`src/shared/tcc_defs.svh`:
```
`ifndef TCC_DEFS_SVH
`define TCC_DEFS_SVH
// Contract
// - Three identical channels, each with a 16-bit up-counter.
// - Internal clocks are master clock /2, /8, /32, /128 and slow clock.
// - Counter adds one on each rising edge of its count clock.
// - Wrap from all ones to zero sets the overflow flag.
// - Live count readable any time without stopping it.
// - Trigger zeroes the counter on the next valid count edge.
// - Block mode routes each external clock from a pin or another line A.
// - Clock select picks one of five internal or three external clocks.
// - Invert bit makes counting use the opposite edge.
// - Burst gates the clock with a chosen external clock input high.
// - Control commands enable or disable the counter clock.
// - Capture B load disables the clock when its mode bit is set.
// - Compare C match disables the clock in waveform when bit set.
// - While disabled, start and stop are ignored; only enable restores.
// - Status shows a clock-enabled bit while the clock is enabled.
// - Every trigger starts the clock when the clock is enabled; the code lets a stop event in the same cycle win.
// - Capture B load or compare C match stops clock when bit set.
// - Mode bit picks capture or waveform; capture makes A and B inputs.
// - Waveform drives A always, B unless B is the external trigger.
// - Three common triggers plus one external; each resets and starts.
// - Each channel drives its own interrupt output.
// - One block control write starts all channels together.
// - Software trigger command bit triggers that channel.
// - Block sync bit triggers all channels like a software trigger.
// - Compare C match triggers when compare-trigger bit is set.
// - Any trigger acts at the next active count clock edge.
`define TCC_OFF_CTRL 6'h00
`define TCC_OFF_MODE 6'h04
`define TCC_OFF_COUNT 6'h10
`define TCC_OFF_CAPB 6'h18
`define TCC_OFF_CMPC 6'h1C
`define TCC_OFF_STATUS 6'h20
`define TCC_OFF_IEN 6'h24
`define TCC_OFF_IDIS 6'h28
`define TCC_OFF_IMASK 6'h2C
`define TCC_OFF_BLK_CTRL 8'hC0
`define TCC_OFF_BLK_MODE 8'hC4
`define TCC_CTRL_EN 0
`define TCC_CTRL_DIS 1
`define TCC_CTRL_SWT 2
`define TCC_BLK_SYNC 0
`define TCC_MODE_INV 3
`define TCC_MODE_STOP 6
`define TCC_MODE_DIS 7
`define TCC_MODE_ABSEL 10
`define TCC_MODE_ETEN 12
`define TCC_MODE_CTRG 14
`define TCC_MODE_WAVE 15
`define TCC_STAT_CLKON 16
`define TCC_MODE_MASK 32'h0003_DFFF
`define TCC_MODE_RST 32'h0000_0000
`define TCC_BLK_MODE_RST 6'h00
`define TCC_CMPC_RST 16'h0000
`define TCC_CNT_MAX 16'hFFFF
`endif

```
`src/shared/tcc_pkg.sv`:
```
package tcc_pkg;
    typedef logic [15:0] tcc_count_t;
    typedef enum logic [1:0] {
        TCC_EDGE_NONE = 2'h0,
        TCC_EDGE_RISE = 2'h1,
        TCC_EDGE_FALL = 2'h3,
        TCC_EDGE_BOTH = 2'h2
    } tcc_edge_e;
endpackage

```
`src/design/tcc_core.sv`:
```
// The placing of the registers and the Avalon-MM interface to the registers were chosen for this implementation.
`timescale 1ns/1ps
`default_nettype none
`include "tcc_defs.svh"
module tcc_core #(
    parameter int CHANNELS = 3
) (
    // Clock, reset, freeze
    input wire logic clk_in,
    input wire logic rst_in,
    input wire logic ce_in,
    // Avalon-MM slave
    input wire logic [7:0] avs_address_in,
    input wire logic avs_read_in,
    input wire logic avs_write_in,
    input wire logic [31:0] avs_writedata_in,
    input wire logic [3:0] avs_byteenable_in,
    output logic [31:0] avs_readdata_out,
    output logic avs_waitrequest_out,
    // Board clocks
    input wire logic slow_clk_in,
    input wire logic [2:0] ext_clock_pins_in,
    // I/O lines A and B
    input wire logic [2:0] io_line_a_in,
    output logic [2:0] io_line_a_out,
    output logic [2:0] io_line_a_oe_out,
    input wire logic [2:0] io_line_b_in,
    output logic [2:0] io_line_b_out,
    output logic [2:0] io_line_b_oe_out,
    // Channel interrupts
    output logic [2:0] irq_out
);
    logic [9:0] sync_a;
    logic [9:0] sync_b;
    logic [6:0] presc;
    logic bus_ack;
    logic bus_req;
    logic wr_hit;
    logic rd_hit;
    logic [1:0] ch_sel;
    logic [5:0] reg_sel;
    logic [31:0] wmask;
    logic [31:0] wdata;
    logic [31:0] rd_mux;
    logic [5:0] blk_mode;
    logic sync_all;
    logic slow_s;
    logic [2:0] ext_s;
    logic [2:0] ioa_s;
    logic [2:0] iob_s;
    logic [2:0] xclk;
    logic [2:0] ioa_lvl;
    logic [2:0] iob_lvl;
    logic [31:0] mode [CHANNELS];
    tcc_pkg::tcc_count_t cnt [CHANNELS];
    tcc_pkg::tcc_count_t capb [CHANNELS];
    tcc_pkg::tcc_count_t cmpc [CHANNELS];
    logic [3:0] flags [CHANNELS];
    logic [3:0] imask [CHANNELS];
    logic [2:0] clk_on;
    logic [2:0] started;
    logic [2:0] trig_pend;
    logic [2:0] lvl_prev;
    logic [2:0] ioa_prev;
    logic [2:0] ext_prev;
    logic [2:0] ioa_q;
    logic [2:0] iob_q;

    // Edge match for a two-bit edge field
    function automatic logic edge_hit(input logic [1:0] sel, input logic now, input logic was);
        logic hit;
        hit = 1'b0;
        case (tcc_pkg::tcc_edge_e'(sel))
            tcc_pkg::TCC_EDGE_RISE: hit = now & ~was;
            tcc_pkg::TCC_EDGE_FALL: hit = ~now & was;
            tcc_pkg::TCC_EDGE_BOTH: hit = now ^ was;
            default: hit = 1'b0;
        endcase
        return hit;
    endfunction

    // Two-stage synchronisers for every pin input
    always_ff @(posedge clk_in or posedge rst_in) begin
        if (rst_in) begin
            sync_a <= 10'h000;
            sync_b <= 10'h000;
        end else if (ce_in) begin
            sync_a <= {slow_clk_in, ext_clock_pins_in, io_line_a_in, io_line_b_in};
            sync_b <= sync_a;
        end
    end
    assign slow_s = sync_b[9];
    assign ext_s = sync_b[8:6];
    assign ioa_s = sync_b[5:3];
    assign iob_s = sync_b[2:0];

    // Shared prescaler for internal clocks
    always_ff @(posedge clk_in or posedge rst_in) begin
        if (rst_in) begin
            presc <= 7'h00;
        end else if (ce_in) begin
            presc <= presc + 7'h01;
        end
    end

    // Bus handshake: one wait cycle, then answer
    assign bus_req = avs_read_in | avs_write_in;
    assign avs_waitrequest_out = bus_req & ~bus_ack;
    assign wr_hit = avs_write_in & bus_ack & ce_in;
    assign rd_hit = avs_read_in & bus_ack & ce_in;
    assign ch_sel = avs_address_in[7:6];
    assign reg_sel = avs_address_in[5:0];
    assign wmask = {{8{avs_byteenable_in[3]}}, {8{avs_byteenable_in[2]}},
                    {8{avs_byteenable_in[1]}}, {8{avs_byteenable_in[0]}}};
    assign wdata = avs_writedata_in & wmask;
    assign sync_all = wr_hit & (avs_address_in == `TCC_OFF_BLK_CTRL) & wdata[`TCC_BLK_SYNC];

    always_ff @(posedge clk_in or posedge rst_in) begin
        if (rst_in) begin
            bus_ack <= 1'b0;
        end else if (ce_in) begin
            bus_ack <= bus_req & ~bus_ack;
        end
    end

    // Read mux, unmapped reads give zero
    always_comb begin
        rd_mux = 32'h0000_0000;
        if (avs_address_in == `TCC_OFF_BLK_MODE) begin
            rd_mux = {26'h000_0000, blk_mode};
        end else if (ch_sel != 2'h3) begin
            case (reg_sel)
                `TCC_OFF_MODE: rd_mux = mode[ch_sel];
                `TCC_OFF_COUNT: rd_mux = {16'h0000, cnt[ch_sel]};
                `TCC_OFF_CAPB: rd_mux = {16'h0000, capb[ch_sel]};
                `TCC_OFF_CMPC: rd_mux = {16'h0000, cmpc[ch_sel]};
                `TCC_OFF_STATUS: rd_mux = {15'h0000, clk_on[ch_sel], 12'h000, flags[ch_sel]};
                `TCC_OFF_IMASK: rd_mux = {28'h000_0000, imask[ch_sel]};
                default: rd_mux = 32'h0000_0000;
            endcase
        end
    end

    // Read data captured in the wait cycle
    always_ff @(posedge clk_in or posedge rst_in) begin
        if (rst_in) begin
            avs_readdata_out <= 32'h0000_0000;
        end else if (ce_in && avs_read_in && !bus_ack) begin
            avs_readdata_out <= rd_mux;
        end
    end

    // Block mode register
    always_ff @(posedge clk_in or posedge rst_in) begin
        if (rst_in) begin
            blk_mode <= `TCC_BLK_MODE_RST;
        end else if (wr_hit && avs_address_in == `TCC_OFF_BLK_MODE) begin
            blk_mode <= (blk_mode & ~wmask[5:0]) | wdata[5:0];
        end
    end

    for (genvar c = 0; c < CHANNELS; c++) begin : g_ch
        localparam int O1 = (c == 0) ? 1 : 0;
        localparam int O2 = (c == 2) ? 1 : 2;
        logic wave;
        logic [2:0] cks;
        logic [1:0] burst;
        logic [1:0] trg_edge;
        logic [1:0] evt_sel;
        logic [1:0] capb_edge;
        logic raw_lvl;
        logic cnt_lvl;
        logic gate;
        logic tick;
        logic ext_src;
        logic ext_trig;
        logic capb_load;
        logic cmpc_evt;
        logic ovf_evt;
        logic sw_trig;
        logic trig_req;
        logic stop_evt;
        logic dis_evt;
        logic ch_wr;
        logic cmd_en;
        logic cmd_dis;
        logic [3:0] set_f;
        logic [3:0] clr_f;
        tcc_pkg::tcc_count_t next_cnt;

        assign wave = mode[c][`TCC_MODE_WAVE];
        assign cks = mode[c][2:0];
        assign burst = mode[c][5:4];
        assign trg_edge = mode[c][9:8];
        assign evt_sel = mode[c][11:10];
        assign capb_edge = mode[c][17:16];
        assign ch_wr = wr_hit & (ch_sel == 2'(c));

        // Chaining source for external clock input c
        always_comb begin
            case (blk_mode[2*c+1 -: 2])
                2'h0: xclk[c] = ext_s[c];
                2'h2: xclk[c] = ioa_lvl[O1];
                2'h3: xclk[c] = ioa_lvl[O2];
                default: xclk[c] = 1'b0;
            endcase
        end

        // Line levels seen by the channel
        assign ioa_lvl[c] = wave ? ioa_q[c] : ioa_s[c];
        assign iob_lvl[c] = io_line_b_oe_out[c] ? iob_q[c] : iob_s[c];

        // Count clock selection, invert and burst gate
        always_comb begin
            case (cks)
                3'h0: raw_lvl = presc[0];
                3'h1: raw_lvl = presc[2];
                3'h2: raw_lvl = presc[4];
                3'h3: raw_lvl = presc[6];
                3'h4: raw_lvl = slow_s;
                3'h5: raw_lvl = xclk[0];
                3'h6: raw_lvl = xclk[1];
                default: raw_lvl = xclk[2];
            endcase
        end
        assign gate = (burst == 2'h0) ? 1'b1 : xclk[burst - 2'h1];
        assign cnt_lvl = (raw_lvl ^ mode[c][`TCC_MODE_INV]) & gate;
        assign tick = cnt_lvl & ~lvl_prev[c] & clk_on[c] & started[c];

        // External trigger and capture B events
        always_comb begin
            if (!wave) begin
                ext_src = mode[c][`TCC_MODE_ABSEL] ? ioa_lvl[c] : iob_lvl[c];
            end else begin
                case (evt_sel)
                    2'h0: ext_src = iob_s[c];
                    2'h1: ext_src = xclk[0];
                    2'h2: ext_src = xclk[1];
                    default: ext_src = xclk[2];
                endcase
            end
        end
        assign ext_trig = edge_hit(trg_edge, ext_src, ext_prev[c]) & (~wave | mode[c][`TCC_MODE_ETEN]);
        assign capb_load = ~wave & edge_hit(capb_edge, ioa_lvl[c], ioa_prev[c]);

        // Next count, compare and wrap
        assign next_cnt = trig_pend[c] ? 16'h0000 : cnt[c] + 16'h0001;
        assign cmpc_evt = tick & (next_cnt == cmpc[c]);
        assign ovf_evt = tick & ~trig_pend[c] & (cnt[c] == `TCC_CNT_MAX);

        // Trigger sources
        assign sw_trig = ch_wr & (reg_sel == `TCC_OFF_CTRL) & wdata[`TCC_CTRL_SWT];
        assign trig_req = sw_trig | sync_all | ext_trig
                        | (cmpc_evt & mode[c][`TCC_MODE_CTRG]);
        assign stop_evt = mode[c][`TCC_MODE_STOP] & (wave ? cmpc_evt : capb_load);
        assign dis_evt = mode[c][`TCC_MODE_DIS] & (wave ? cmpc_evt : capb_load);
        assign cmd_en = ch_wr & (reg_sel == `TCC_OFF_CTRL) & wdata[`TCC_CTRL_EN];
        assign cmd_dis = ch_wr & (reg_sel == `TCC_OFF_CTRL) & wdata[`TCC_CTRL_DIS];

        // Edge history
        always_ff @(posedge clk_in or posedge rst_in) begin
            if (rst_in) begin
                lvl_prev[c] <= 1'b0;
                ioa_prev[c] <= 1'b0;
                ext_prev[c] <= 1'b0;
            end else if (ce_in) begin
                lvl_prev[c] <= cnt_lvl;
                ioa_prev[c] <= ioa_lvl[c];
                ext_prev[c] <= ext_src;
            end
        end

        // Clock enable state, disable wins
        always_ff @(posedge clk_in or posedge rst_in) begin
            if (rst_in) begin
                clk_on[c] <= 1'b0;
            end else if (ce_in) begin
                if (cmd_dis || dis_evt) begin
                    clk_on[c] <= 1'b0;
                end else if (cmd_en) begin
                    clk_on[c] <= 1'b1;
                end
            end
        end

        // Start and stop, only while enabled
        always_ff @(posedge clk_in or posedge rst_in) begin
            if (rst_in) begin
                started[c] <= 1'b0;
            end else if (ce_in && clk_on[c]) begin
                if (stop_evt) begin
                    started[c] <= 1'b0;
                end else if (trig_req) begin
                    started[c] <= 1'b1;
                end
            end
        end

        // Pending trigger, consumed at the next count edge
        always_ff @(posedge clk_in or posedge rst_in) begin
            if (rst_in) begin
                trig_pend[c] <= 1'b0;
            end else if (ce_in) begin
                trig_pend[c] <= (trig_pend[c] & ~tick) | (trig_req & clk_on[c]);
            end
        end

        // Counter
        always_ff @(posedge clk_in or posedge rst_in) begin
            if (rst_in) begin
                cnt[c] <= 16'h0000;
            end else if (ce_in && tick) begin
                cnt[c] <= next_cnt;
            end
        end

        // Capture B register
        always_ff @(posedge clk_in or posedge rst_in) begin
            if (rst_in) begin
                capb[c] <= 16'h0000;
            end else if (ce_in && capb_load) begin
                capb[c] <= cnt[c];
            end
        end

        // Mode and compare C registers
        always_ff @(posedge clk_in or posedge rst_in) begin
            if (rst_in) begin
                mode[c] <= `TCC_MODE_RST;
                cmpc[c] <= `TCC_CMPC_RST;
            end else if (ch_wr) begin
                if (reg_sel == `TCC_OFF_MODE) begin
                    mode[c] <= ((mode[c] & ~wmask) | wdata) & `TCC_MODE_MASK;
                end
                if (reg_sel == `TCC_OFF_CMPC) begin
                    cmpc[c] <= (cmpc[c] & ~wmask[15:0]) | wdata[15:0];
                end
            end
        end

        // Status flags: clear only what was read, set wins
        assign set_f = {ext_trig, capb_load, cmpc_evt, ovf_evt};
        assign clr_f = (rd_hit && ch_sel == 2'(c) && reg_sel == `TCC_OFF_STATUS)
                     ? avs_readdata_out[3:0] : 4'h0;
        always_ff @(posedge clk_in or posedge rst_in) begin
            if (rst_in) begin
                flags[c] <= 4'h0;
            end else if (ce_in) begin
                flags[c] <= (flags[c] & ~clr_f) | set_f;
            end
        end

        // Interrupt mask set and clear
        always_ff @(posedge clk_in or posedge rst_in) begin
            if (rst_in) begin
                imask[c] <= 4'h0;
            end else if (ch_wr) begin
                if (reg_sel == `TCC_OFF_IEN) begin
                    imask[c] <= imask[c] | wdata[3:0];
                end else if (reg_sel == `TCC_OFF_IDIS) begin
                    imask[c] <= imask[c] & ~wdata[3:0];
                end
            end
        end
        assign irq_out[c] = |(flags[c] & imask[c]);

        // Line outputs: A toggles on compare C, B on wrap
        always_ff @(posedge clk_in or posedge rst_in) begin
            if (rst_in) begin
                ioa_q[c] <= 1'b0;
                iob_q[c] <= 1'b0;
            end else if (ce_in && wave) begin
                ioa_q[c] <= ioa_q[c] ^ cmpc_evt;
                iob_q[c] <= iob_q[c] ^ ovf_evt;
            end
        end
        assign io_line_a_out[c] = ioa_q[c];
        assign io_line_b_out[c] = iob_q[c];
        assign io_line_a_oe_out[c] = wave;
        assign io_line_b_oe_out[c] = wave & (evt_sel != 2'h0);
    end
endmodule // tcc_core
`default_nettype wire

```
`config.mk`:
```
export PLATFORM = sky130hd
export DESIGN_NAME = tcc_core
export DESIGN_NICKNAME = d
export VERILOG_FILES = /design/src/shared/tcc_pkg.sv /design/src/design/tcc_core.sv
export VERILOG_INCLUDE_DIRS = /design/src /design/src/shared
export SDC_FILE = /design/constraint.sdc
export NUM_CORES = 1
export LEC_CHECK = 0
export ABC_AREA = 0
export BUFFER_PORTS_ARGS = -buffer_cell sky130_fd_sc_hd__buf_2
export CELL_PAD_IN_SITES_DETAIL_PLACEMENT = 0
export CELL_PAD_IN_SITES_GLOBAL_PLACEMENT = 1
export CORE_UTILIZATION = 48
export CTS_CLUSTER_DIAMETER = 60
export CTS_CLUSTER_SIZE = 14
export DETAILED_ROUTE_END_ITERATION = 8
export GPL_ROUTABILITY_DRIVEN = 1
export PLACE_DENSITY_LB_ADDON = 0.1
export SYNTH_ARGS = -nofsm -noshare
export SYNTH_HDL_FRONTEND = slang
export SYNTH_SLANG_ARGS = --single-unit
```
`constraint.sdc`:
```
create_clock -name clk_in -period 12.9 [get_ports clk_in]
set_clock_uncertainty 0.1 [all_clocks]
set_input_delay 1.935 -clock clk_in [delete_from_list [all_inputs] [get_ports clk_in]]
set_output_delay 1.935 -clock clk_in [all_outputs]
set_load 0.02 [all_outputs]
```
==> results of run 1 <==
[worst min-delay path by stage]
stage	startpoint	endpoint	slack, ns	depth (start not counted)
after floorplan	presc[5]	presc[5]	0.34	1
after global placement	io_line_b_out[1]	io_line_b_out[1]	0.35	1
after detailed placement	io_line_b_out[0]	io_line_b_out[0]	0.36	1
after CTS	io_line_b_out[2]	io_line_b_out[2]	0.37	1
after global routing	io_line_b_out[1]	io_line_b_out[1]	0.38	1
final	io_line_b_out[0]	io_line_b_out[0]	0.37	1
[Yosys cell counts, types with 5 or more instances]
cell type  number  share of area [%]
mux2i_1        81                4.7
a31oi_1        20               0.72
o221ai_1        5               0.25
mux4_2         10                1.3
nand2b_1       19               0.68
o21a_1          5               0.22
o22ai_1        12               0.43
ha_1           19                1.4
mux2_2        157                 10
o41ai_1        13               0.66
buf_2          10               0.29
nand3_1        46                1.3
buf_4          19               0.82
and4_1          6               0.30
xor2_1         21                1.1
or4_1          14               0.61
a22oi_1        15               0.65
buf_1          12               0.26
nand4_1        24               0.87
a21oi_1        73                2.1
a22o_1          9               0.45
o211ai_1       11               0.48
xnor2_1        38                1.9
nor4b_1         8               0.40
o311ai_0        6               0.30
inv_1          45               0.97
nor2_1        115                2.5
nor3_1         33               0.95
nand3b_1        8               0.35
o32ai_1         6               0.30
nor3b_1         5               0.22
nand2_1       221                4.8
clkbuf_1       89                1.9
o31ai_1        16               0.69
a221oi_1        8               0.40
o21ai_0       179                5.2
nor4_1         20               0.72
or2_2           9               0.32
a21o_1          7               0.30
and3_1         14               0.50
and2_1          6               0.22
dfrtp_1       295                 43
nor2b_1        10               0.36
or3_1          22               0.79
a211oi_1        9               0.39
[critical path: stages]
cell,delay (ns)
buf_4,0.33
nor2b_4,0.47
buf_4,0.63
nand2_1,0.50
nor2_1,0.86
mux2_2,0.41
[registers in the layout, summed over array words and instances, names as in the netlist, 12 cells and up]
name / cells
avs_readdata_out: 18
mode: 15
cnt: 48
capb: 48
cmpc: 48
imask: 12
flags: 12
[cell families after synthesis]
group                    after synthesis  synth area share, %
AND/OR/NAND/NOR                      600                17.02
AO/OA/AOI/OAI                        426                15.30
flip-flops                           295                42.53
multiplexers                         251                16.44
buffers and inverters                176                4.332
XOR/XNOR                              59                2.977
adder cells (fa/ha/maj)               19                1.370
other                                  1              0.02161
[layer usage]
metal | vias up | global-route usage, % | wire length, um
met4 | 0 | 11.69 | 1934
met5 | - | 0 | 0
met1 | 7365 | 46.57 | 26430
met3 | 108 | 4.257 | 3597
li1 | 6657 | - | -
met2 | 534 | 50.17 | 26660
[area by class of cell]
cell class | instances | area (um2) | area share [%]
sequential | 295 | 7382 | 38.55
clock buffer | 43 | 998.5 | 5.214
inverter | 45 | 176.4 | 0.9213
timing repair buffer | 94 | 528.0 | 2.757
tap | 461 | 576.8 | 3.012
multi-input combinational | 1369 | 9279 | 48.45
clock inverter | 18 | 209.0 | 1.091
[layout by cell type (no fill, tap or decap), types with 10 or more instances in the layout]
master	synthesis	layout
a21oi_1	73	73
a22oi_1	15	15
a31oi_1	20	20
and3_1	14	14
buf_2	10	76
buf_4	19	17
clkbuf_16	0	37
conb_1	1	14
dfrtp_1	295	295
ha_1	19	19
inv_1	45	44
mux2_2	157	157
mux2i_1	81	81
mux4_2	10	10
nand2_1	221	221
nand2b_1	19	19
nand3_1	46	46
nand4_1	24	24
nor2_1	115	115
nor3_1	33	33
nor4_1	20	20
o211ai_1	11	11
o21ai_0	179	179
o22ai_1	12	12
o31ai_1	16	16
o41ai_1	13	13
or3_1	22	22
or4_1	14	14
xnor2_1	38	38
xor2_1	21	21
[where the power goes]
| part | internal (uW) | total [uW] | switching (uW) | leakage [uW] |
|---|---|---|---|---|
| logic | 82.0 | 214 | 132 | 0.00412 |
| registers | 957 | 993 | 36.1 | 0.00385 |
| clock network | 618 | 1050 | 429 | 0.000577 |
[through the flow]
stage / hold WS [ns] / instance area (um2) / power (uW) / util (%)
5_1_grt: 0.3776 / 19150 / 2330 / 53.84
4_1_cts: 0.3723 / 19150 / 2271 / 53.84
3_3_place_gp: 0.3532 / 17940 / 1218 / 50.44
3_5_place_dp: 0.3610 / 17940 / 1222 / 50.44
2_1_floorplan: 0.3420 / 17410 / 1152 / -
6_report: 0.3682 / 19150 / 2253 / 53.84
==> results.py, run 1 <==
metrics = {
    "status": {
        "outcome": "completed",
    },
    "setup_path": {
        "timing.rr.start": "io_line_a_oe_out[0]",
        "crit_start": "avs_address_in[6]",
        "worstPathRequired_ns": 13.23,
        "cp.arrival_ns": 5.25,
        "critPathKind": "input pin to flip-flop",
        "path_max_fanout": 52,
        "rr_worst_depth": 14,
        "end_kind": "flip-flop",
        "start_kind": "input pin",
        "crit_end": "cmpc[13]",
        "r2r_end": "started[1]",
        "rrSetupSlack_ns": 8.32,
    },
    "logic_synthesis": {
        "ys_ff_latch": 295,
        "async_flop_share_pct": 100.0,
        "netlist_area_mm2": 0.01736,
        "synth_ff_type": "dfrtp_1",
        "syn_avg_cell_area_um2": 9.500,
        "synthDistinctLibCells": 80,
        "synth_seq_area_share_pct": 42.53,
        "synth_cells": 1827,
        "synth-edff-count": 0,
        "yosysWarnings": 0,
    },
    "power_and_ir_drop": {
        "ir_worst_vdd_mv": 0.1043,
        "p_per_area_mw_per_mm2": 117.7,
        "p_leak_uw": 0.008553,
    },
    "place": {
        "place.port_buffers": 77,
        "gp_congestion": 0.9158,
        "dp_hpwl_um": 42110,
        "place_inst": 2264,
        "dp_slack_ns": 7.500,
    },
    "clock_tree": {
        "clk_latency_ns": 0.56,
        "path_clk_slew_ns": 0.06,
        "cts_buffer_depth": 3,
        "cts_tree": "done",
        "hold_buffers": 0,
        "cts_root_buf": "clkbuf_16",
        "post_cts_buffers": 0,
        "htreeDepth": 2,
        "clock_sinks": 295,
        "cts_resized": 0,
        "cts_inserted_buffers": 35,
    },
    "floorplanning": {
        "num_io_pins": 107,
        "dieWidth_um": 192.2,
        "num_rows": 69,
        "die_area_mm2": 0.03692,
        "start_util_pct": 48.80,
        "coreArea_mm2": 0.03557,
        "die_h_um": 192.2,
    },
    "layout": {
        "final-instance-count-excl-fill": 2325,
        "drive_above_1_share_pct": 18.78,
        "fillers": 3284,
        "final_nets": 1918,
        "diodes": 0,
        "synthToLayoutAreaGrowth_pct": 10.33,
    },
    "route": {
        "drc_errors": 0,
        "first_pass_iters": 6,
        "drt-initial-drc-count": 1316,
        "via_count": 14664,
        "wirelength_um": 58620,
        "viasPerCell": 6.307,
        "ant_nets": 0,
        "wire_per_inst_um": 25.21,
    },
    "global_routing": {
        "grt_pass1_wl_um": 88290,
        "overflow": 0,
        "antenna_found_initial": 1,
        "grt_max_degree": 170,
        "grt_pass1_vias": 13886,
        "track_usage_pct": 32.51,
    },
    "timing": {
        "rsz0062_at_grt": "false",
        "setup-tns-final_ns": 0,
        "slew_violations": 0,
        "period_needed_ns": 4.923,
        "finalCritPeriodShare_pct": 38.16,
        "layout_setup_ws_ns": 7.977,
        "max_slew_margin_pct": 17.60,
        "max_freq_mhz": 203.1,
        "worst_slew_pin_slew_ns": 1.223,
        "hold_violations": 0,
        "setup_viol": 0,
    },
    "flow_run": {
        "drv_cap": 0,
    },
    "hold_path": {
        "min_path_type": "flip-flop to flip-flop",
    },
}
(Power assumes the default switching activity.)
==> inputs of run 2 (changes only) <==
- ABC_AREA: 0 -> 1
- CORE_UTILIZATION: 48 -> 45
- clock period: 12.9 -> 4.55 ns (I/O delays scaled with it)
==> run 2 against run 1 <==
  * The flow now finishes with violations (hold timing)
  * Combinational power rose to 5.7 times the previous value
  * Sequential share of layout area rose by 1.3 points
  * Clock power rose by 150%
  * Sequential power rose to 3.1 times the previous value
  * Area after synthesis fell by 3.0%
  * Die area rose by 3.4%
  * First-iteration DRC count rose by 4.6%
  * Non-clock buffer count rose by 5
  * Worst hold slack got worse by 0.37 ns
  * Critical path depth rose by 11
  * Largest cell class unchanged
==> results.py, run 2 <==
metrics = {
    "power_and_ir_drop": {
        "ir_worst_vdd_mv": 0.3332,
        "p_leak_uw": 0.008442,
        "p_sw_uw": 2276,
        "swShare_pct": 33.12,
        "p_per_area_mw_per_mm2": 371.2,
        "power_frac_seq_pct": 44.6,
        "p_int_uw": 4596,
        "fin_total_pwr_uw": 6873,
        "pwr-share-comb_pct": 17.7,
        "pwr-share-clk_pct": 37.7,
    },
    "layout": {
        "layout_commonest_cell": "nand2_1",
        "diodes": 0,
        "layout_common_cells": "nand2_1 (598), o21ai_0 (295), dfrtp_1 (295)",
        "fin_util_pct": 50.45,
        "final_nets": 2392,
        "drive_above_1_share_pct": 8.779,
        "top_regs": "capb: 48 flops, cmpc: 48 flops, cnt: 48 flops",
        "synthToLayoutAreaGrowth_pct": 9.959,
        "final-instance-count-excl-fill": 2803,
    },
    "floorplanning": {
        "coreArea_mm2": 0.03670,
        "die_area_mm2": 0.03819,
        "num_rows": 70,
        "dieWidth_um": 195.4,
        "die_h_um": 195.4,
        "start_util_pct": 45.88,
        "num_io_pins": 107,
    },
    "route": {
        "wirelength_um": 62320,
        "viasPerCell": 5.691,
        "drc_errors": 0,
        "wire_per_inst_um": 22.23,
        "via_count": 15951,
        "drt-initial-drc-count": 1377,
        "ant_nets": 0,
        "first_pass_iters": 5,
    },
    "clock_tree": {
        "clock_sinks": 295,
        "hold_buffers": 0,
        "clk_latency_ns": 0.60,
        "htreeDepth": 1,
        "cts_inserted_buffers": 31,
        "cts_buffer_depth": 3,
        "cts_resized": 0,
        "cts_tree": "done",
        "path_clk_slew_ns": 0.07,
        "cts_root_buf": "clkbuf_16",
        "post_cts_buffers": 0,
    },
    "timing": {
        "timing.hold.ws_ns": -0.0006586,
        "slew_violations": 0,
        "max_freq_mhz": 283.8,
        "period_needed_ns": 3.523,
        "worst_slew_pin_slew_ns": 1.078,
        "finalCritPeriodShare_pct": 77.43,
        "setup-tns-final_ns": 0,
        "setup_viol": 0,
        "max_slew_margin_pct": 27.48,
        "hold_violations": 4,
        "rsz0062_at_grt": "false",
    },
    "logic_synthesis": {
        "synth_common_cells": "nand2_1 (598), dfrtp_1 (295), o21ai_0 (295)",
        "synthDistinctLibCells": 55,
        "synth_top_area_share_pct": 43.85,
        "synth_seq_area_share_pct": 43.85,
        "async_flop_share_pct": 100.0,
        "yosysWarnings": 0,
        "synth_cells": 2285,
        "synth_ff_type": "dfrtp_1",
        "synthTopCellsByArea": "dfrtp_1 (44%), nand2_1 (13%), o21ai_0 (8.8%), inv_1 (6.5%), nand3_1 (3.3%)",
        "syn_avg_cell_area_um2": 7.368,
        "yosys.area.top_type": "dfrtp_1",
        "ys_ff_latch": 295,
        "netlist_area_mm2": 0.01684,
        "yosysMostFrequentCell": "nand2_1",
        "synth-edff-count": 0,
    },
    "global_routing": {
        "antenna_found_initial": 2,
        "track_usage_pct": 32.98,
        "grt_max_degree": 98,
        "overflow": 0,
        "grt_pass1_wl_um": 94160,
        "grt_pass1_vias": 15078,
    },
    "setup_path": {
        "r2r_end": "started[1]",
        "cp.arrival_ns": 3.95,
        "rrSetupSlack_ns": 1.03,
        "rr_worst_depth": 17,
        "worstPathRequired_ns": 4.98,
        "timing.rr.start": "io_line_a_oe_out[2]",
        "critPathKind": "flip-flop to flip-flop",
        "crit_end": "started[1]",
        "cp_num_buf_inv": 2,
        "crit_start": "io_line_a_oe_out[2]",
        "slowest_stage": "dfrtp_1",
        "max_stage_delay_ns": 0.72,
        "end_kind": "flip-flop",
        "cp_num_cells": 17,
        "path_delay_family": "compound AO/OA/AOI/OAI gates",
        "cp_cell_sequence": "nand2_1 > o21ai_4 > nand2_1 > nand2_2 > inv_1 > a21oi_1 > o32ai_1 > nand2_1 > nand2_1 > inv_1 > ha_1 > o311ai_0 > o21ai_0 > o211a_1 > o21ai_1 > nand2_1 > a21oi_1",
        "path_max_fanout": 11,
        "crit_top_cell": "nand2_1",
        "start_kind": "flip-flop",
    },
    "status": {
        "violations": "hold timing",
        "outcome": "finished with violations",
    },
    "hold_path": {
        "min_path_type": "input pin to async pin",
    },
    "place": {
        "dp_hpwl_um": 46040,
        "place.port_buffers": 77,
        "place_inst": 2749,
        "gp_congestion": 0.9441,
    },
    "flow_run": {
        "drv_cap": 0,
    },
}
run 2: area by class of cell:
cell class	count	area, um2
Clock inverter	18	186.4
Tap cell	468	585.6
Multi-Input combinational cell	1584	7828
Inverter	303	1141
Timing Repair Buffer	99	575.6
Clock buffer	36	814.5
Sequential cell	295	7382
Fill cell	3733	18180
run 2: power by group through the flow:
stage | logic, uW | registers (uW) | clock network (uW)
floorplan | 875 | 3010 | 0
global placement | 1190 | 3100 | 0
detailed placement | 1210 | 3110 | 0
CTS | 1210 | 3060 | 2620
global route | 1380 | 3090 | 2710
finish | 1220 | 3060 | 2590
run 2: stage by stage:
step | hold slack, ns | worst slack (ns) | area, um2
2_1_floorplan | 0.3416 | -0.1496 | 16890
3_5_place_dp | 0.3588 | 1.069 | 17510
5_1_grt | 0.03491 | 0.6732 | 18510
6_report | -0.0006586 | 1.027 | 18510
4_1_cts | 0.0004696 | 1.047 | 18510
3_3_place_gp | 0.3547 | 1.095 | 17510
run 2: layer usage:
metal  track usage, %  vias up  wire [um]
met1            43.43     7657      26440
met5                0        -         25
met3            3.886      129       3764
met2            54.80      582      29240
li1                 -     7579          -
met4            14.20        4       2847
run 2: worst min path at each step:
stage,endpoint,slack [ns],cells after the start
after detailed placement,sync_a[0],0.36,2
after global routing,cnt[11],0.03,2
after floorplan,presc[6],0.34,1
after CTS,cnt[11],0.0005,2
final,cnt[7],-0.0007,2
after global placement,sync_a[2],0.35,2
run 2: cells by family (layout without fill, tap and decap cells):
group	count (synthesis)	after routing	share of synthesized area [%]
AND/OR/NAND/NOR	994	994	24.98
AO/OA/AOI/OAI	528	528	18.13
buffers and inverters	419	456	10.03
flip-flops	295	295	43.85
XOR/XNOR	24	24	1.249
adder cells (fa/ha/maj)	19	19	1.412
multiplexers	5	5	0.3344
other	1	14	0.02227
run 2: worst register-to-register path: stages (launching register included):
cell,delay [ns]
dfrtp_1,0.72
nand2_1,0.19
o21ai_4,0.13
nand2_1,0.09
nand2_2,0.21
inv_1,0.12
a21oi_1,0.16
o32ai_1,0.08
nand2_1,0.06
nand2_1,0.11
inv_1,0.08
ha_1,0.22
o311ai_0,0.31
o21ai_0,0.32
o211a_1,0.23
o21ai_1,0.07
nand2_1,0.11
a21oi_1,0.14
==> inputs of run 3 (changes only) <==
- clock period: 4.55 -> 3.4 ns (I/O delays scaled with it)
==> run 3 against run 2 <==
  * The flow now finishes without violations
  * Critical path depth down 1
  * Clock-buffer cell count increased by 3
  * Core utilization grew 1.5 points
  * Fmax is 12% higher
  * Die area is the same
  * Design area rose by 3.0%
  * Final cell count is 1.6% higher
  * Non-clock buffer count rose by 38
  * Largest cell class unchanged
==> results.py, run 3 (same netlist as run 2, synthesis figures left out) <==
metrics = {
    "hold_path": {
        "hold_depth": 3,
        "min_path_type": "input pin to flip-flop",
    },
    "setup_path": {
        "worstPathRequired_ns": 3.78,
        "cp_num_cells": 16,
        "max_stage_delay_ns": 0.45,
        "slowest_stage": "dfrtp_1",
        "cp_cell_sequence": "inv_2 > nand2_2 > nand2_2 > nand2_2 > nand3_4 > o32ai_1 > nand2_1 > nand2_1 > inv_1 > ha_1 > o311ai_0 > o21ai_0 > o211a_1 > o21ai_1 > nand2_1 > a21oi_1",
        "critPathKind": "flip-flop to flip-flop",
        "end_kind": "flip-flop",
        "rr_worst_depth": 16,
        "start_kind": "flip-flop",
        "cp.arrival_ns": 3.53,
        "path_max_fanout": 9,
        "cp_num_buf_inv": 2,
        "path_delay_family": "compound AO/OA/AOI/OAI gates",
    },
    "clock_tree": {
        "clock_sinks": 295,
        "path_clk_slew_ns": 0.07,
        "cts_inserted_buffers": 36,
        "cts_tree": "done",
        "cts_root_buf": "clkbuf_16",
        "cts_buffer_depth": 3,
        "htreeDepth": 2,
        "post_cts_buffers": 0,
        "clk_latency_ns": 0.56,
    },
    "floorplanning": {
        "die_h_um": 195.4,
        "num_io_pins": 107,
        "start_util_pct": 45.88,
        "die_area_mm2": 0.03819,
        "dieWidth_um": 195.4,
        "num_rows": 70,
        "coreArea_mm2": 0.03670,
    },
    "timing": {
        "period_needed_ns": 3.150,
        "worst_slew_pin_slew_ns": 0.9826,
        "hold_violations": 0,
        "finalCritPeriodShare_pct": 92.63,
        "layout_setup_ws_ns": 0.2504,
        "max_slew_margin_pct": 34.42,
        "rsz0062_at_grt": "false",
        "setup_viol": 0,
        "max_freq_mhz": 317.5,
        "slew_violations": 0,
    },
    "flow_run": {
        "drv_cap": 0,
    },
    "power_and_ir_drop": {
        "ir_worst_vdd_mv": 0.4381,
        "p_per_area_mw_per_mm2": 514.8,
        "p_leak_uw": 0.008776,
    },
    "layout": {
        "layout_common_cells": "nand2_1 (598), o21ai_0 (295), dfrtp_1 (294)",
        "final-instance-count-excl-fill": 2849,
        "layout_commonest_cell": "nand2_1",
        "diodes": 0,
        "fillers": 3656,
        "synthToLayoutAreaGrowth_pct": 13.30,
        "final_nets": 2435,
        "drive_above_1_share_pct": 10.63,
        "top_regs": "capb: 48 flops, cmpc: 48 flops, cnt: 48 flops",
        "multi_input_area_mm2": 0.007828,
        "seqCellArea_mm2": 0.007383,
    },
    "route": {
        "drc_errors": 0,
        "viasPerCell": 5.678,
        "wirelength_um": 63620,
        "first_pass_iters": 5,
        "wire_per_inst_um": 22.33,
        "ant_nets": 0,
        "via_count": 16177,
        "drt-initial-drc-count": 1343,
    },
    "global_routing": {
        "grt_pass1_vias": 15276,
        "antenna_found_initial": 0,
        "track_usage_pct": 33.95,
        "overflow": 0,
        "grt_pass1_wl_um": 96110,
        "grt_max_degree": 80,
    },
    "place": {
        "dp_hpwl_um": 47670,
        "place.port_buffers": 77,
        "place_inst": 2786,
        "gp_congestion": 0.9556,
        "dp_slack_ns": 0.2159,
    },
    "status": {
        "outcome": "completed",
    },
}
-- run 3: cell count changes in the layout (fill, tap and decap cells not counted), sizes merged, moves of 3 or more --
| cell | change |
|---|---|
| buf | +37 |
| clkbuf | +3 |
| clkinv | +4 |
| clkinvlp | -4 |
| inv | +4 |
-- run 3: repair_timing --
item,4_1_cts,5_1_grt
resized for setup,0,1
hold endpoints to repair,14,0
setup endpoints to repair,0,1
hold buffers,1,0
-- run 3: where the power goes --
group          switching [uW]  internal [uW]  total (uW)
Combinational            1180            571        1750
Sequential                306           3770        4070
Clock                    1710           2290        3990
-- run 3: path summary, 6_finish.rpt --
check | startpoint | slack (ns) | end
worst max-delay path | io_line_a_oe_out[0] | 0.25 | started[1]
worst min-delay path | io_line_b_in[1] | 0.06 | sync_a[1]
worst max register to register | io_line_a_oe_out[0] | 0.25 | started[1]
worst min register to register | presc[6] | 0.37 | presc[6]
max in group asynchronous | rst_in | 1.94 | io_line_b_out[2]
min in group asynchronous | rst_in | 0.46 | capb[10]
-- run 3: metal layers --
metal | vias up | global-route usage [%] | wire, um
met5 | - | 0 | 0
met4 | 0 | 17.94 | 3547
met3 | 146 | 3.834 | 3729
met2 | 608 | 54.63 | 29080
met1 | 7754 | 45.07 | 27260
li1 | 7669 | - | -
-- run 3: final cells by class --
| cell class | instances | area share [%] |
|---|---|---|
| clock buffer | 39 | 4.946 |
| clock inverter | 23 | 1.345 |
| inverter | 303 | 5.982 |
| multi-input combinational | 1584 | 41.03 |
| sequential | 295 | 38.71 |
| tap | 468 | 3.070 |
| timing repair buffer | 137 | 4.919 |
-- run 3: stage by stage --
step	total power [uW]	utilization [%]	hold slack, ns	setup TNS [ns]	cell area [um2]
finish	9821	51.98	0.05926	0	19080
global route	10250	51.98	0.06329	0	19080
CTS	9865	51.98	0.03270	0	19070
detailed placement	5853	48.68	0.3578	0	17860
global placement	5829	48.68	0.3565	0	17860
floorplan	5205	-	0.3416	-332.50	16890
-- run 3: worst min-delay path, delay by kind of cell --
kind	cells	cell delay, ns
buffers and inverters	1	0.07
AND/OR/NAND/NOR	2	0.09
